File: src/core/abh_pkg.sv
// Functional notes
// - Address strobe starts cycle; byte strobes mark data
// - No timeout; wait states until acknowledge
// - Write: direction low together with strobe, before data
// - Write: byte strobes only after data valid
// - Acknowledge must drop promptly after strobes drop
// - Bus error termination raises exception next cycle
// - Legal release order reruns same cycle
// - Illegal release order traps to vector zero
// - Stop still held after normal end stretches next
// - Fault still held ends next cycle as error
package abh_pkg;
    // Bus states of the cycle engine, one-hot
    typedef enum logic [8:0] {
        ABH_IDLE  = 9'h001,
        ABH_ADDR  = 9'h002,
        ABH_STRB  = 9'h004,
        ABH_DATA  = 9'h008,
        ABH_WAIT  = 9'h010,
        ABH_LATE  = 9'h020,
        ABH_END   = 9'h040,
        ABH_HALT  = 9'h080,
        ABH_STALL = 9'h100
    } abh_state_e;

    // Outcome codes reported with done
    localparam logic [1:0] ABH_RES_OK = 2'h0;
    localparam logic [1:0] ABH_RES_BUS_ERR = 2'h1;
    localparam logic [1:0] ABH_RES_ILLEGAL = 2'h2;

    // Vector number taken on an illegal release order
    localparam logic [7:0] ABH_ILLEGAL_VECTOR = 8'h00;

    // Vector shown while no trap is pending; a fresh start restores it
    localparam logic [7:0] ABH_NO_VECTOR = 8'hFF;

    // Reset values
    localparam logic [1:0] ABH_SYNC_RESET = 2'h0;
    localparam logic [3:0] ABH_RETRY_RESET = 4'h0;
endpackage : abh_pkg

File: src/core/abh_sync.sv
`timescale 1ns/1ps
`default_nettype none
// Two-stage synchroniser, one per bit
module abh_sync #(
    parameter int WIDTH = 3
) (
    // Clock and reset
    input wire logic clk_sys_in,
    input wire logic rst_in,
    // Raw and synchronised levels
    input wire logic [WIDTH-1:0] raw_in,
    output logic [WIDTH-1:0] sync_out
);
    // Per-bit flop pair; first stage feeds only the second
    genvar i;
    generate
        for (i = 0; i < WIDTH; i++) begin : g_bit
            logic [1:0] stage;
            always_ff @(posedge clk_sys_in or posedge rst_in) begin
                if (rst_in) begin
                    stage <= abh_pkg::ABH_SYNC_RESET;
                end else begin
                    stage <= {stage[0], raw_in[i]};
                end
            end
            assign sync_out[i] = stage[1];
        end
    endgenerate
endmodule // abh_sync
`default_nettype wire

File: src/core/abh_cycle.sv
`timescale 1ns/1ps
`default_nettype none
// Master side of the asynchronous bus-cycle handshake
module abh_cycle #(
    parameter int ADDR_W = 24,
    parameter int DATA_W = 16,
    parameter bit LATE_TERM = 1'b1
) (
    // Clock and reset
    input wire logic clk_sys_in,
    input wire logic rst_in,
    // Request from the core
    input wire logic req_valid_in,
    input wire logic req_write_in,
    input wire logic [ADDR_W-1:0] req_addr_in,
    input wire logic [DATA_W-1:0] req_wdata_in,
    input wire logic req_upper_in,
    input wire logic req_lower_in,
    // Answer to the core
    output logic req_ready_out,
    output logic done_out,
    output logic [1:0] result_out,
    output logic [DATA_W-1:0] rdata_out,
    output logic [7:0] trap_vector_out,
    // Bus pins, strobes active low
    output logic address_strobe_n_out,
    output logic upper_byte_strobe_n_out,
    output logic lower_byte_strobe_n_out,
    output logic read_write_out,
    output logic [ADDR_W-1:0] addr_out,
    output logic [DATA_W-1:0] data_out,
    output logic data_oe_out,
    input wire logic [DATA_W-1:0] data_in,
    // Termination pins, active low, asynchronous
    input wire logic transfer_ack_n_in,
    input wire logic bus_fault_in_n_in,
    input wire logic stop_request_n_in
);
    // All state in one record
    typedef struct packed {
        abh_pkg::abh_state_e state;
        logic as_n;
        logic uds_n;
        logic lds_n;
        logic rw;
        logic oe;
        logic write;
        logic upper;
        logic lower;
        logic [ADDR_W-1:0] addr;
        logic [DATA_W-1:0] wdata;
        logic [DATA_W-1:0] rdata;
        logic ready;
        logic done;
        logic [1:0] result;
        logic [7:0] vector;
        logic retry;       // Retry pending, waiting for release
        logic fault_seen;  // Fault released before stop during retry
    } abh_state_s;

    abh_state_s cur;
    abh_state_s next_cur;

    // Synchronised termination inputs, active high
    logic [2:0] sync;
    logic ack;
    logic fault;
    logic stop;

    // Inputs cross into the clock domain first
    abh_sync #(
        .WIDTH(3)
    ) u_sync (
        .clk_sys_in(clk_sys_in),
        .rst_in(rst_in),
        .raw_in({~stop_request_n_in, ~bus_fault_in_n_in, ~transfer_ack_n_in}),
        .sync_out(sync)
    );
    assign ack = sync[0];
    assign fault = sync[1];
    assign stop = sync[2];

    // Next-state logic for the whole engine
    always_comb begin
        next_cur = cur;
        next_cur.done = 1'b0;
        unique case (cur.state)
            abh_pkg::ABH_IDLE: begin
                next_cur.ready = 1'b1;
                // Held stop from last cycle stretches the start
                if (req_valid_in && cur.ready && !stop) begin
                    next_cur.ready = 1'b0;
                    next_cur.write = req_write_in;
                    next_cur.addr = req_addr_in;
                    next_cur.wdata = req_wdata_in;
                    next_cur.upper = req_upper_in;
                    next_cur.lower = req_lower_in;
                    next_cur.state = abh_pkg::ABH_ADDR;
                end else if (req_valid_in && cur.ready) begin
                    next_cur.ready = 1'b0;
                    next_cur.write = req_write_in;
                    next_cur.addr = req_addr_in;
                    next_cur.wdata = req_wdata_in;
                    next_cur.upper = req_upper_in;
                    next_cur.lower = req_lower_in;
                    next_cur.state = abh_pkg::ABH_STALL;
                end
            end
            abh_pkg::ABH_STALL: begin
                // Wait for stop to drop before driving the cycle
                if (!stop) begin
                    next_cur.state = abh_pkg::ABH_ADDR;
                end
            end
            abh_pkg::ABH_ADDR: begin
                // Strobe opens the cycle; reads strobe bytes at once
                next_cur.as_n = 1'b0;
                next_cur.rw = !cur.write;
                // Clear any old trap so a stale vector is never reported
                next_cur.vector = abh_pkg::ABH_NO_VECTOR;
                if (!cur.write) begin
                    next_cur.uds_n = !cur.upper;
                    next_cur.lds_n = !cur.lower;
                end
                next_cur.state = abh_pkg::ABH_STRB;
            end
            abh_pkg::ABH_STRB: begin
                // Data driven only after direction already low
                next_cur.oe = cur.write;
                next_cur.state = abh_pkg::ABH_DATA;
            end
            abh_pkg::ABH_DATA: begin
                // Byte strobes follow valid write data
                if (cur.write) begin
                    next_cur.uds_n = !cur.upper;
                    next_cur.lds_n = !cur.lower;
                end
                next_cur.state = abh_pkg::ABH_WAIT;
            end
            abh_pkg::ABH_WAIT: begin
                // Any fault ends the cycle; stop with it retries
                if (fault && stop) begin
                    next_cur.retry = 1'b1;
                    next_cur.state = abh_pkg::ABH_END;
                end else if (fault) begin
                    next_cur.result = abh_pkg::ABH_RES_BUS_ERR;
                    next_cur.state = abh_pkg::ABH_END;
                end else if (ack) begin
                    next_cur.rdata = data_in;
                    next_cur.result = abh_pkg::ABH_RES_OK;
                    next_cur.state = LATE_TERM ? abh_pkg::ABH_LATE : abh_pkg::ABH_END;
                end
                // Otherwise one more wait state, no limit
            end
            abh_pkg::ABH_LATE: begin
                // Late fault one clock after acknowledge
                if (fault && stop) begin
                    next_cur.retry = 1'b1;
                end else if (fault) begin
                    next_cur.result = abh_pkg::ABH_RES_BUS_ERR;
                end
                next_cur.state = abh_pkg::ABH_END;
            end
            abh_pkg::ABH_END: begin
                // Drop strobes and data; slave must release ack
                next_cur.as_n = 1'b1;
                next_cur.uds_n = 1'b1;
                next_cur.lds_n = 1'b1;
                next_cur.oe = 1'b0;
                next_cur.rw = 1'b1;
                if (cur.retry) begin
                    next_cur.fault_seen = 1'b0;
                    next_cur.state = abh_pkg::ABH_HALT;
                end else begin
                    // Error reported as exception next cycle
                    next_cur.done = 1'b1;
                    next_cur.state = abh_pkg::ABH_IDLE;
                end
            end
            abh_pkg::ABH_HALT: begin
                // Watch release order of fault and stop
                if (!fault && !stop && !cur.fault_seen) begin
                    // Stop released first or together: illegal
                    next_cur.retry = 1'b0;
                    next_cur.result = abh_pkg::ABH_RES_ILLEGAL;
                    next_cur.vector = abh_pkg::ABH_ILLEGAL_VECTOR;
                    next_cur.done = 1'b1;
                    next_cur.state = abh_pkg::ABH_IDLE;
                end else if (fault && !stop) begin
                    next_cur.retry = 1'b0;
                    next_cur.result = abh_pkg::ABH_RES_ILLEGAL;
                    next_cur.vector = abh_pkg::ABH_ILLEGAL_VECTOR;
                    next_cur.done = 1'b1;
                    next_cur.state = abh_pkg::ABH_IDLE;
                end else if (!fault && stop) begin
                    next_cur.fault_seen = 1'b1;
                end else if (!fault && !stop) begin
                    // Legal release: rerun the same cycle
                    next_cur.retry = 1'b0;
                    next_cur.state = abh_pkg::ABH_ADDR;
                end
            end
            default: begin
                next_cur.state = abh_pkg::ABH_IDLE;
            end
        endcase
    end

    // State register
    always_ff @(posedge clk_sys_in or posedge rst_in) begin
        if (rst_in) begin
            cur.state <= abh_pkg::ABH_IDLE;
            cur.as_n <= 1'b1;
            cur.uds_n <= 1'b1;
            cur.lds_n <= 1'b1;
            cur.rw <= 1'b1;
            cur.oe <= 1'b0;
            cur.write <= 1'b0;
            cur.upper <= 1'b0;
            cur.lower <= 1'b0;
            cur.addr <= '0;
            cur.wdata <= '0;
            cur.rdata <= '0;
            cur.ready <= 1'b0;
            cur.done <= 1'b0;
            cur.result <= abh_pkg::ABH_RES_OK;
            cur.vector <= abh_pkg::ABH_NO_VECTOR;
            cur.retry <= 1'b0;
            cur.fault_seen <= 1'b0;
        end else begin
            cur <= next_cur;
        end
    end

    // Outputs straight from the record
    assign req_ready_out = cur.ready;
    assign done_out = cur.done;
    assign result_out = cur.result;
    assign rdata_out = cur.rdata;
    assign trap_vector_out = cur.vector;
    assign address_strobe_n_out = cur.as_n;
    assign upper_byte_strobe_n_out = cur.uds_n;
    assign lower_byte_strobe_n_out = cur.lds_n;
    assign read_write_out = cur.rw;
    assign addr_out = cur.addr;
    assign data_out = cur.wdata;
    assign data_oe_out = cur.oe;
endmodule // abh_cycle
`default_nettype wire

File: config.mk
export PLATFORM = sky130hd
export DESIGN_NAME = abh_cycle
export DESIGN_NICKNAME = d
export VERILOG_FILES = /design/src/core/abh_pkg.sv /design/src/core/abh_sync.sv /design/src/core/abh_cycle.sv
export SDC_FILE = /design/constraint.sdc
export NUM_CORES = 1
export LEC_CHECK = 0
export BUFFER_PORTS_ARGS = -buffer_cell sky130_fd_sc_hd__buf_2
export CORE_UTILIZATION = 40
export DETAILED_ROUTE_END_ITERATION = 10
export HOLD_SLACK_MARGIN = 0.08
export PLACE_DENSITY = 0.65
export REMOVE_ABC_BUFFERS = 1
export SLEW_MARGIN = 20
export SYNTH_ARGS = -nofsm -noshare
export SYNTH_HDL_FRONTEND = slang
export SYNTH_HIERARCHICAL = 1
export SYNTH_SLANG_ARGS = --single-unit
export TNS_END_PERCENT = 30
File: constraint.sdc
create_clock -name clk_sys_in -period 4.4 [get_ports clk_sys_in]
set_input_delay 0.44 -clock clk_sys_in [delete_from_list [all_inputs] [get_ports clk_sys_in]]
set_output_delay 0.44 -clock clk_sys_in [all_outputs]
set_load 0.005 [all_outputs]
==> summary.txt, run 1 <==
Power and ir drop
  • Reg power frac: 0.429
  • Leakage: 0.00240 uW
  • Sw Share: 0.298
  • Tot Pwr: 2870 uW
  • PD cells: 606 mW/mm^2
  • Logic pwr share: 0.353
  • Clk network pwr share: 0.218
  • Worst VDD drop: 253 uV
  • Net Switching: 857 uW
  • P_int: 2010 uW

Global route
  • GRT overflow: 0
  • First-pass GRT wire length: 12.4 mm
  • Initial antenna violation count: 0
  • Overall Global Routing Usage: 0.143
  • Vias in the first global route: 2510
  • Largest net degree at the start of global routing: 46

Placement
  • Cell Area, Placed: 0.00449 mm^2
  • Placement Setup Slack: 1800 ps
  • Dpl hpwl: 5.43 mm
  • # port buffers: 137
  • GPL Wtd Cong: 0.822

Worst hold path
  • Worst hold path depth: 2
  • Hold_sp: stop_request_n_in
  • Min-delay worst type: primary input to flop
  • Hold Path Sink: u_sync/g_bit[2].stage[0]

Layout
  • Fill cells: 964
  • Most frequent cells in the layout: buf_2 (137), dfrtp_1 (80), mux2_4 (38)
  • Layout cells sized above 1: 0.564
  • Diode count: 0
  • Post-layout nets: 464
  • Final core utilization: 0.461
  • Non-Filler Cell Area, Final: 0.00473 mm^2
  • Commonest non-fill, non-tap cell in the layout: buf_2
  • Area grow syn2layout: 11.8%

Clock network
  • Inserted Clock Buffers: 9
  • Maximum root-to-sink buffer count: 2
  • CTS tree: done
  • CTS sink cnt: 86
  • Root buffer cell: clkbuf_8
  • Post-CTS Hold Buffers: 1
  • # H-tree levels: 3
  • Worst-Skew Late Latency: 350 ps
  • Post-CTS Setup Inserts: 0
  • Clock transition at path regs: 90 ps
  • # resized after CTS: 0

Flow run
  • Max Cap Viol: 0

Routing
  • DRT Wirelength: 7.52 mm
  • Via density: 4.74
  • Residual DRC: 0
  • Pre-Repair DR Iteration Count: 4
  • Via count: 2558
  • Drt wl/cell: 13.9 um
  • DRT iter0 DRCs: 143
  • ANT nets after route: 0

Setup path
  • CP Capture Type: flop
  • Worst reg2reg path endpoint: addr_out[9]
  • R2R cell count: 4
  • Critical-path cell list: nor4_4, and4b_1, nand3_4, mux2_4
  • Crit path DAT: 2820 ps
  • Family with the most delay on the worst path: simple AND/OR/NAND/NOR gates
  • Setup CP Type: flop to flop
  • CP max FO: 45
  • Worst path slowest cell: nand3_4
  • CP startpoint kind: flop
  • Worst EP required: 4630 ps
  • Slowest stage delay, CP: 650 ps
  • R2R Path Start: cur[82]
  • FF-to-FF setup slack: 1810 ps
  • Buf+Inv Stages, Crit Path: 0

STA
  • Fin Setup TNS: 0 ps
  • Unrepaired setup endpoints after global routing: false
  • Fin crit share: 0.589
  • PnR worst setup slack: 1810 ps
  • Worst slew margin: 0.414
  • Minimum clock period: 2590 ps
  • Skew final: 15.3 ps
  • Final Max Tran Viols: 0
  • Fin. Hold Viols: 0
  • Worst-Margin Slew: 880 ps
  • Final setup viols: 0
  • Fmax: 386 MHz

Logic synthesis
  • Dominant synthesized flop cell: dfrtp_1
  • Syn Std Cell Area: 0.00423 mm^2
  • Seq/Total Area, Yosys: 0.510
  • Number of synthesized register bits: 86
  • Synth Area per Inst: 12.8 um^2
  • Syn Inst Count: 330
  • Post-synth EDFFs: 0
  • Asr flop ratio synth: 1.00
  • Synth warn: 6
  • Post-synthesis cell type count: 52

Status
  • Run status: finished clean

Die
  • Starting Density: 0.412
  • DIE HEIGHT: 105 um
  • Die footprint: 0.0110 mm^2
  • IO Pins: 138
  • Die W: 105 um
  • Site row count: 37
  • Core Area: 0.0103 mm^2
==> layout make-up <==
cell class	count	area (um^2)	area share
clock buffer	9	124	0.0262
sequential	86	2160	0.456
multi-input combinational	150	1420	0.300
timing repair buffer	139	703	0.149
tap	136	170	0.0359
clock inverter	7	106	0.0225
inverter	13	50.0	0.0106
==> power by group through the flow <==
| stage | clock network [uW] | registers [uW] | logic, uW |
|---|---|---|---|
| 2_1_floorplan | 0 | 1250 | 618 |
| 3_3_place_gp | 0 | 1240 | 1000 |
| 3_5_place_dp | 0 | 1240 | 1040 |
| 4_1_cts | 654 | 1230 | 1030 |
| 5_1_grt | 684 | 1270 | 1100 |
| 6_report | 627 | 1230 | 1010 |
==> worst register-to-register path: stages (launching register included) <==
cell and delay, ps:
dfrtp_1 480, nor4_4 400, and4b_1 350, nand3_4 650
mux2_4 600
==> worst max-delay path by stage <==
| stage | from | to | slack [ps] | depth (start not counted) |
|---|---|---|---|---|
| 4_1_cts | cur[82] | addr_out[18] | 1800 | 4 |
| 3_5_place_dp | cur[82] | addr_out[4] | 1800 | 4 |
| 6_report | cur[82] | addr_out[9] | 1810 | 4 |
| 5_1_grt | cur[84] | addr_out[9] | 1670 | 4 |
| 2_1_floorplan | rst_in | addr_out[0] | 1920 | 1 |
| 3_3_place_gp | cur[82] | data_out[15] | 1920 | 4 |
==> per-layer routing <==
layer	GRT usage	share of wire	vias up
met3	0.0362	0.067	11
met1	0.191	0.46	1237
met5	0	0	-
met4	0.0634	0.018	0
li1	-	-	1211
met2	0.218	0.46	99
==> flip-flops by register name, indices dropped and copies added, names as in the netlist <==
signal                   flops
addr_out                    24
address_strobe_n_out         1
cur                         14
data_oe_out                  1
data_out                    16
done_out                     1
lower_byte_strobe_n_out      1
rdata_out                   16
read_write_out               1
req_ready_out                1
result_out                   2
trap_vector_out              1
u_sync/g_bit.stage           6
upper_byte_strobe_n_out      1
==> logic make-up (layout without fill, tap and decap cells) <==
logic type,count (synthesis),after routing,share of synthesized area
multiplexers,60,60,0.193
XOR/XNOR,2,2,0.00414
AO/OA/AOI/OAI,33,33,0.0550
flip-flops,86,86,0.510
buffers and inverters,94,168,0.154
AND/OR/NAND/NOR,55,55,0.0836
==> synthesized netlist by cell type, drive strengths merged, types with 2 or more instances <==
cell type / number / area (um^2)
mux2: 59 / 807
a221oi: 2 / 23.8
nor2b: 2 / 12.5
nor2: 9 / 33.8
clkbuf: 4 / 15.0
and2: 3 / 18.8
nor4: 5 / 46.3
dfstp: 6 / 158
a21oi: 4 / 20.0
buf: 77 / 589
nand2b: 4 / 25.0
o21a: 2 / 15.0
dfrtp: 80 / 2000
o211ai: 5 / 37.5
nand4: 3 / 18.8
nor3: 6 / 30.0
o21ai: 9 / 45.0
or4: 3 / 30.0
xor2: 2 / 17.5
nand3: 4 / 37.5
inv: 13 / 48.8
nand2: 6 / 22.5
nor4b: 2 / 17.5
==> stage by stage <==
| stage | instances | hold WS [ps] |
|---|---|---|
| floorplan | 249 | 231 |
| global placement | 523 | 336 |
| detailed placement | 523 | 335 |
| CTS | 540 | 204 |
| global route | 540 | 198 |
| finish | 540 | 222 |
No activity file was read; power rests on OpenSTA's default activity.
==> run 2, diff against run 1 <==
- clock period: 4.4 -> 2.7 ns (I/O delays scaled with it)
==> run 2 against run 1 <==
Effect of this change: core utilization grew 0.82 points; die area unchanged; hold slack worse by 85 ps; fmax rose by 16%; critical path depth up 1; clock power is 74% higher; total power up 66%; sequential power up 64%; clock skew is 1.5 ps higher; non-clock buffer count rose by 8; combinational power increased by 65%; count of clock-buffer cells in the layout rose by 1.
==> summary.txt, run 2 (synthesized netlist as in run 1, its figures left out) <==
Status
  • Run status: finished clean

Power and ir drop
  • Sw Share: 0.288
  • Worst VDD drop: 393 uV
  • Reg power frac: 0.422
  • P_int: 3400 uW
  • Leakage: 0.00246 uW
  • Net Switching: 1380 uW
  • Logic pwr share: 0.350
  • Clk network pwr share: 0.228
  • PD cells: 991 mW/mm^2

STA
  • Final setup viols: 0
  • Skew final: 16.8 ps
  • Minimum clock period: 2230 ps
  • Fin. Hold Viols: 0
  • Unrepaired setup endpoints after global routing: false
  • Fin Setup TNS: 0 ps
  • Worst-Margin Slew: 781 ps
  • Final Max Tran Viols: 0
  • Worst slew margin: 0.480
  • Fmax: 449 MHz
  • Fin crit share: 0.825
  • WHS: 138 ps

Clock network
  • # H-tree levels: 3
  • Inserted Clock Buffers: 9
  • Root buffer cell: clkbuf_8
  • Worst-Skew Late Latency: 350 ps
  • Clock transition at path regs: 90 ps
  • Maximum root-to-sink buffer count: 2
  • CTS tree: done
  • # resized after CTS: 0
  • CTS sink cnt: 86

Die
  • Die footprint: 0.0110 mm^2
  • Die W: 105 um
  • IO Pins: 138
  • DIE HEIGHT: 105 um
  • Starting Density: 0.412
  • Site row count: 37
  • Core Area: 0.0103 mm^2

Routing
  • ANT nets after route: 0
  • Residual DRC: 0
  • DRT iter0 DRCs: 126
  • Drt wl/cell: 14.1 um
  • Via count: 2591
  • Pre-Repair DR Iteration Count: 4
  • Via density: 4.73
  • DRT Wirelength: 7.72 mm

Setup path
  • CP Capture Type: flop
  • Setup CP Type: flop to flop
  • CP startpoint kind: flop
  • CP max FO: 45
  • Worst EP required: 2930 ps
  • Crit path DAT: 2460 ps

Layout
  • Diode count: 0
  • Fill cells: 950
  • Layout cells sized above 1: 0.566
  • Fin cells: 548
  • Post-layout nets: 472
  • Commonest non-fill, non-tap cell in the layout: buf_2
  • Area grow syn2layout: 13.8%
  • Non-Filler Cell Area, Final: 0.00482 mm^2
  • Max reg flops: 24
  • Most frequent cells in the layout: buf_2 (137), dfrtp_1 (80), mux2_4 (38)

Placement
  • Cell Area, Placed: 0.00453 mm^2
  • Dpl hpwl: 5.54 mm
  • Placed Cells: 528
  • # port buffers: 137
  • GPL Wtd Cong: 0.861

Global route
  • Overall Global Routing Usage: 0.146
  • GRT overflow: 0
  • First-pass GRT wire length: 12.6 mm
  • Largest net degree at the start of global routing: 46
  • Vias in the first global route: 2611
  • Initial antenna violation count: 0

Flow run
  • Max Cap Viol: 0

Worst hold path
  • Min-delay worst type: primary input to flop
==> run 2: timing repair <==
action                     CTS  global route
hold buffers                 4             0
hold endpoints to repair    39             0
setup endpoints to repair    0             0
buffers inserted             0             0
==> run 2: through the flow <==
stage	util	setup WS, ps	total power (uW)
6_report	0.469	473	4770
3_3_place_gp	0.441	529	3670
3_5_place_dp	0.441	477	3730
5_1_grt	0.469	341	5070
4_1_cts	0.469	470	4840
2_1_floorplan	-	388	3040
==> run 2: metal layers <==
metal,track usage,wire length [um]
met2,0.232,3620
met3,0.0356,453
met4,0.0594,105
met1,0.192,3540
met5,0,0
==> run 2: worst paths after layout <==
path                                          start                        to  slack [ps]  cells past startpoint
min                                  req_addr_in[3]               addr_out[3]         140                      2
max in group asynchronous                    rst_in               data_out[8]        1420                      4
max                                         cur[80]               data_out[0]         470                      5
min in group asynchronous                    rst_in  u_sync/g_bit[0].stage[0]         380                      3
max reg2reg                                 cur[80]               data_out[0]         470                      5
min reg2reg                u_sync/g_bit[1].stage[0]  u_sync/g_bit[1].stage[1]         360                      0
==> run 2: area by class of cell <==
type / count / area [um^2] / share of cell area
sequential: 86 / 2160 / 0.448
multi-input combinational: 150 / 1420 / 0.295
timing repair buffer: 147 / 771 / 0.160
tap: 136 / 170 / 0.0353
clock buffer: 10 / 138 / 0.0286
clock inverter: 6 / 109 / 0.0226
inverter: 13 / 50.0 / 0.0104
==> run 2: critical path: stages, from the launching register on <==
cell and delay, ps:
dfrtp_1 560, nor2_1 120, and4b_1 280, nand3_4 90
buf_4 600, mux2_2 410
==> run 2: power by group through the flow <==
stage                     combinational, uW  clock (uW)  sequential [uW]
after CTS                              1700        1120             2020
after global routing                   1810        1180             2080
after floorplan                        1010           0             2040
final                                  1670        1090             2020
after global placement                 1650           0             2010
after detailed placement               1710           0             2020
==> run 3, diff against run 2 <==
- PLACE_DENSITY: 0.65 -> 0.68
- clock period: 2.7 -> 1.8 ns (I/O delays scaled with it)
==> run 3 against run 2 <==
Effect of this change: the run now ends with setup timing left; via count grew 15%; register-to-register slack got worse by 500 ps; critical path depth fell by 1; sequential power rose by 49%; clock skew down 4.6 ps; largest cell class unchanged.
==> summary.txt, run 3 (synthesized netlist as in run 1, its figures left out) <==
Die
  • IO Pins: 138
  • Core Area: 0.0103 mm^2
  • Die footprint: 0.0110 mm^2
  • Die W: 105 um
  • DIE HEIGHT: 105 um
  • Starting Density: 0.412
  • Site row count: 37

STA
  • Fin crit share: 1.01
  • Unrepaired setup endpoints after global routing: true
  • Worst slew margin: 0.658
  • Fmax: 548 MHz
  • PnR worst setup slack: -25.8 ps
  • Skew final: 12.2 ps
  • Final setup viols: 1
  • Final Max Tran Viols: 0
  • Fin Setup TNS: -25.8 ps
  • Worst-Margin Slew: 512 ps
  • Minimum clock period: 1830 ps
  • Fin. Hold Viols: 0

Setup path
  • Crit path DAT: 2050 ps
  • Buf+Inv Stages, Crit Path: 0
  • Setup CP Type: flop to flop
  • Critical-path cell list: or4_4, or4_4, o21ai_2, o31ai_1
  • Slowest stage delay, CP: 540 ps
  • Worst path slowest cell: or4_4
  • Worst EP required: 2020 ps
  • Most frequent CP cell: or4_4
  • CP startpoint kind: flop
  • CP Capture Type: flop
  • Family with the most delay on the worst path: simple AND/OR/NAND/NOR gates
  • CP max FO: 4

Routing
  • Via density: 4.74
  • Pre-Repair DR Iteration Count: 4
  • Drt wl/cell: 15.1 um
  • Residual DRC: 0
  • Via count: 2979
  • ANT nets after route: 0
  • DRT Wirelength: 9.46 mm
  • DRT iter0 DRCs: 172

Placement
  • Dpl hpwl: 6.08 mm
  • # port buffers: 137
  • GPL Wtd Cong: 0.822
  • Cell Area, Placed: 0.00471 mm^2
  • Placed Cells: 547

Global route
  • First-pass GRT wire length: 15.3 mm
  • Largest net degree at the start of global routing: 37
  • Initial antenna violation count: 0
  • Vias in the first global route: 3112
  • GRT overflow: 0
  • Overall Global Routing Usage: 0.178

Clock network
  • # H-tree levels: 3
  • Clock transition at path regs: 90 ps
  • Maximum root-to-sink buffer count: 2
  • Worst-Skew Late Latency: 350 ps
  • Inserted Clock Buffers: 9
  • CTS sink cnt: 86
  • Root buffer cell: clkbuf_8
  • CTS tree: done

Status
  • Violated checks: setup timing
  • Run status: finished with violations

Layout
  • Area grow syn2layout: 33.6%
  • Fin cells: 628
  • Layout cells sized above 1: 0.537
  • Non-Filler Cell Area, Final: 0.00566 mm^2
  • Most frequent cells in the layout: buf_2 (137), dfrtp_1 (79), dlygate4sd3_1 (63)
  • Diode count: 0
  • Max reg flops: 24
  • Fill cells: 868
  • Post-layout nets: 552
  • Commonest non-fill, non-tap cell in the layout: buf_2

Worst hold path
  • Min-delay worst type: primary input to flop

Power and ir drop
  • PD cells: 1320 mW/mm^2
  • Leakage: 0.00283 uW
  • Worst VDD drop: 837 uV

Flow run
  • Max Cap Viol: 0
## run 3: cell count changes in the layout (fill, tap and decap cells not counted), moves of 2 or more
cell	change
buf_12	+3
nor4_1	-4
nor4_2	+3
buf_4	+15
dlygate4sd3_1	+59
nor3_1	-2
buf_6	+3
nor3_2	+2
## run 3: timing repair
action,4_1_cts,5_1_grt
buffers inserted,2,0
pin swaps,1,4
endpoints found under the hold margin,95,0
gates resized for setup,4,12
gates cloned,0,0
endpoints found under the setup margin,46,69
hold buffers,63,0
## run 3: worst paths after layout
kind | start | endpoint | slack, ps | depth (start not counted)
max | cur[81] | cur[0] | -30 | 4
min | req_valid_in | cur[86] | 160 | 3
max reg2reg | cur[81] | cur[0] | -30 | 4
min reg2reg | u_sync/g_bit[0].stage[0] | u_sync/g_bit[0].stage[1] | 350 | 0
max in group asynchronous | rst_in | trap_vector_out[6] | 780 | 4
min in group asynchronous | rst_in | u_sync/g_bit[1].stage[0] | 290 | 3
## run 3: metrics by stage
step,hold WS (ps),util,power [uW],setup slack [ps]
floorplan,-29.0,-,4570,-425
global placement,117,0.458,5690,-7.92
detailed placement,127,0.458,5770,-49.6
CTS,141,0.545,7440,-36.5
global route,154,0.550,7880,-96.8
finish,164,0.550,7440,-25.8
## run 3: final cells by class
cell class	instances	area (um^2)	share of cell area
sequential	86	2160	0.382
timing repair buffer	227	1570	0.277
multi-input combinational	150	1480	0.262
tap	136	170	0.0301
clock buffer	11	141	0.0250
clock inverter	5	82.6	0.0146
inverter	13	50.0	0.00885
## run 3: worst min-delay path, stage by stage
cell,delay (ps)
buf_2,130
nand4_1,90
a21oi_1,70
## run 3: power breakdown
part	total, uW	switching [uW]	internal (uW)
sequential	3010	420	2590
clock	1520	696	823
combinational	2910	1110	1800
## run 3: metal layers
layer	GRT usage	vias to the layer above	wire, um
li1	-	1388	-
met1	0.205	1450	3830
met2	0.319	133	4910
met3	0.0462	8	626
met4	0.0594	0	91
met5	0	-	0
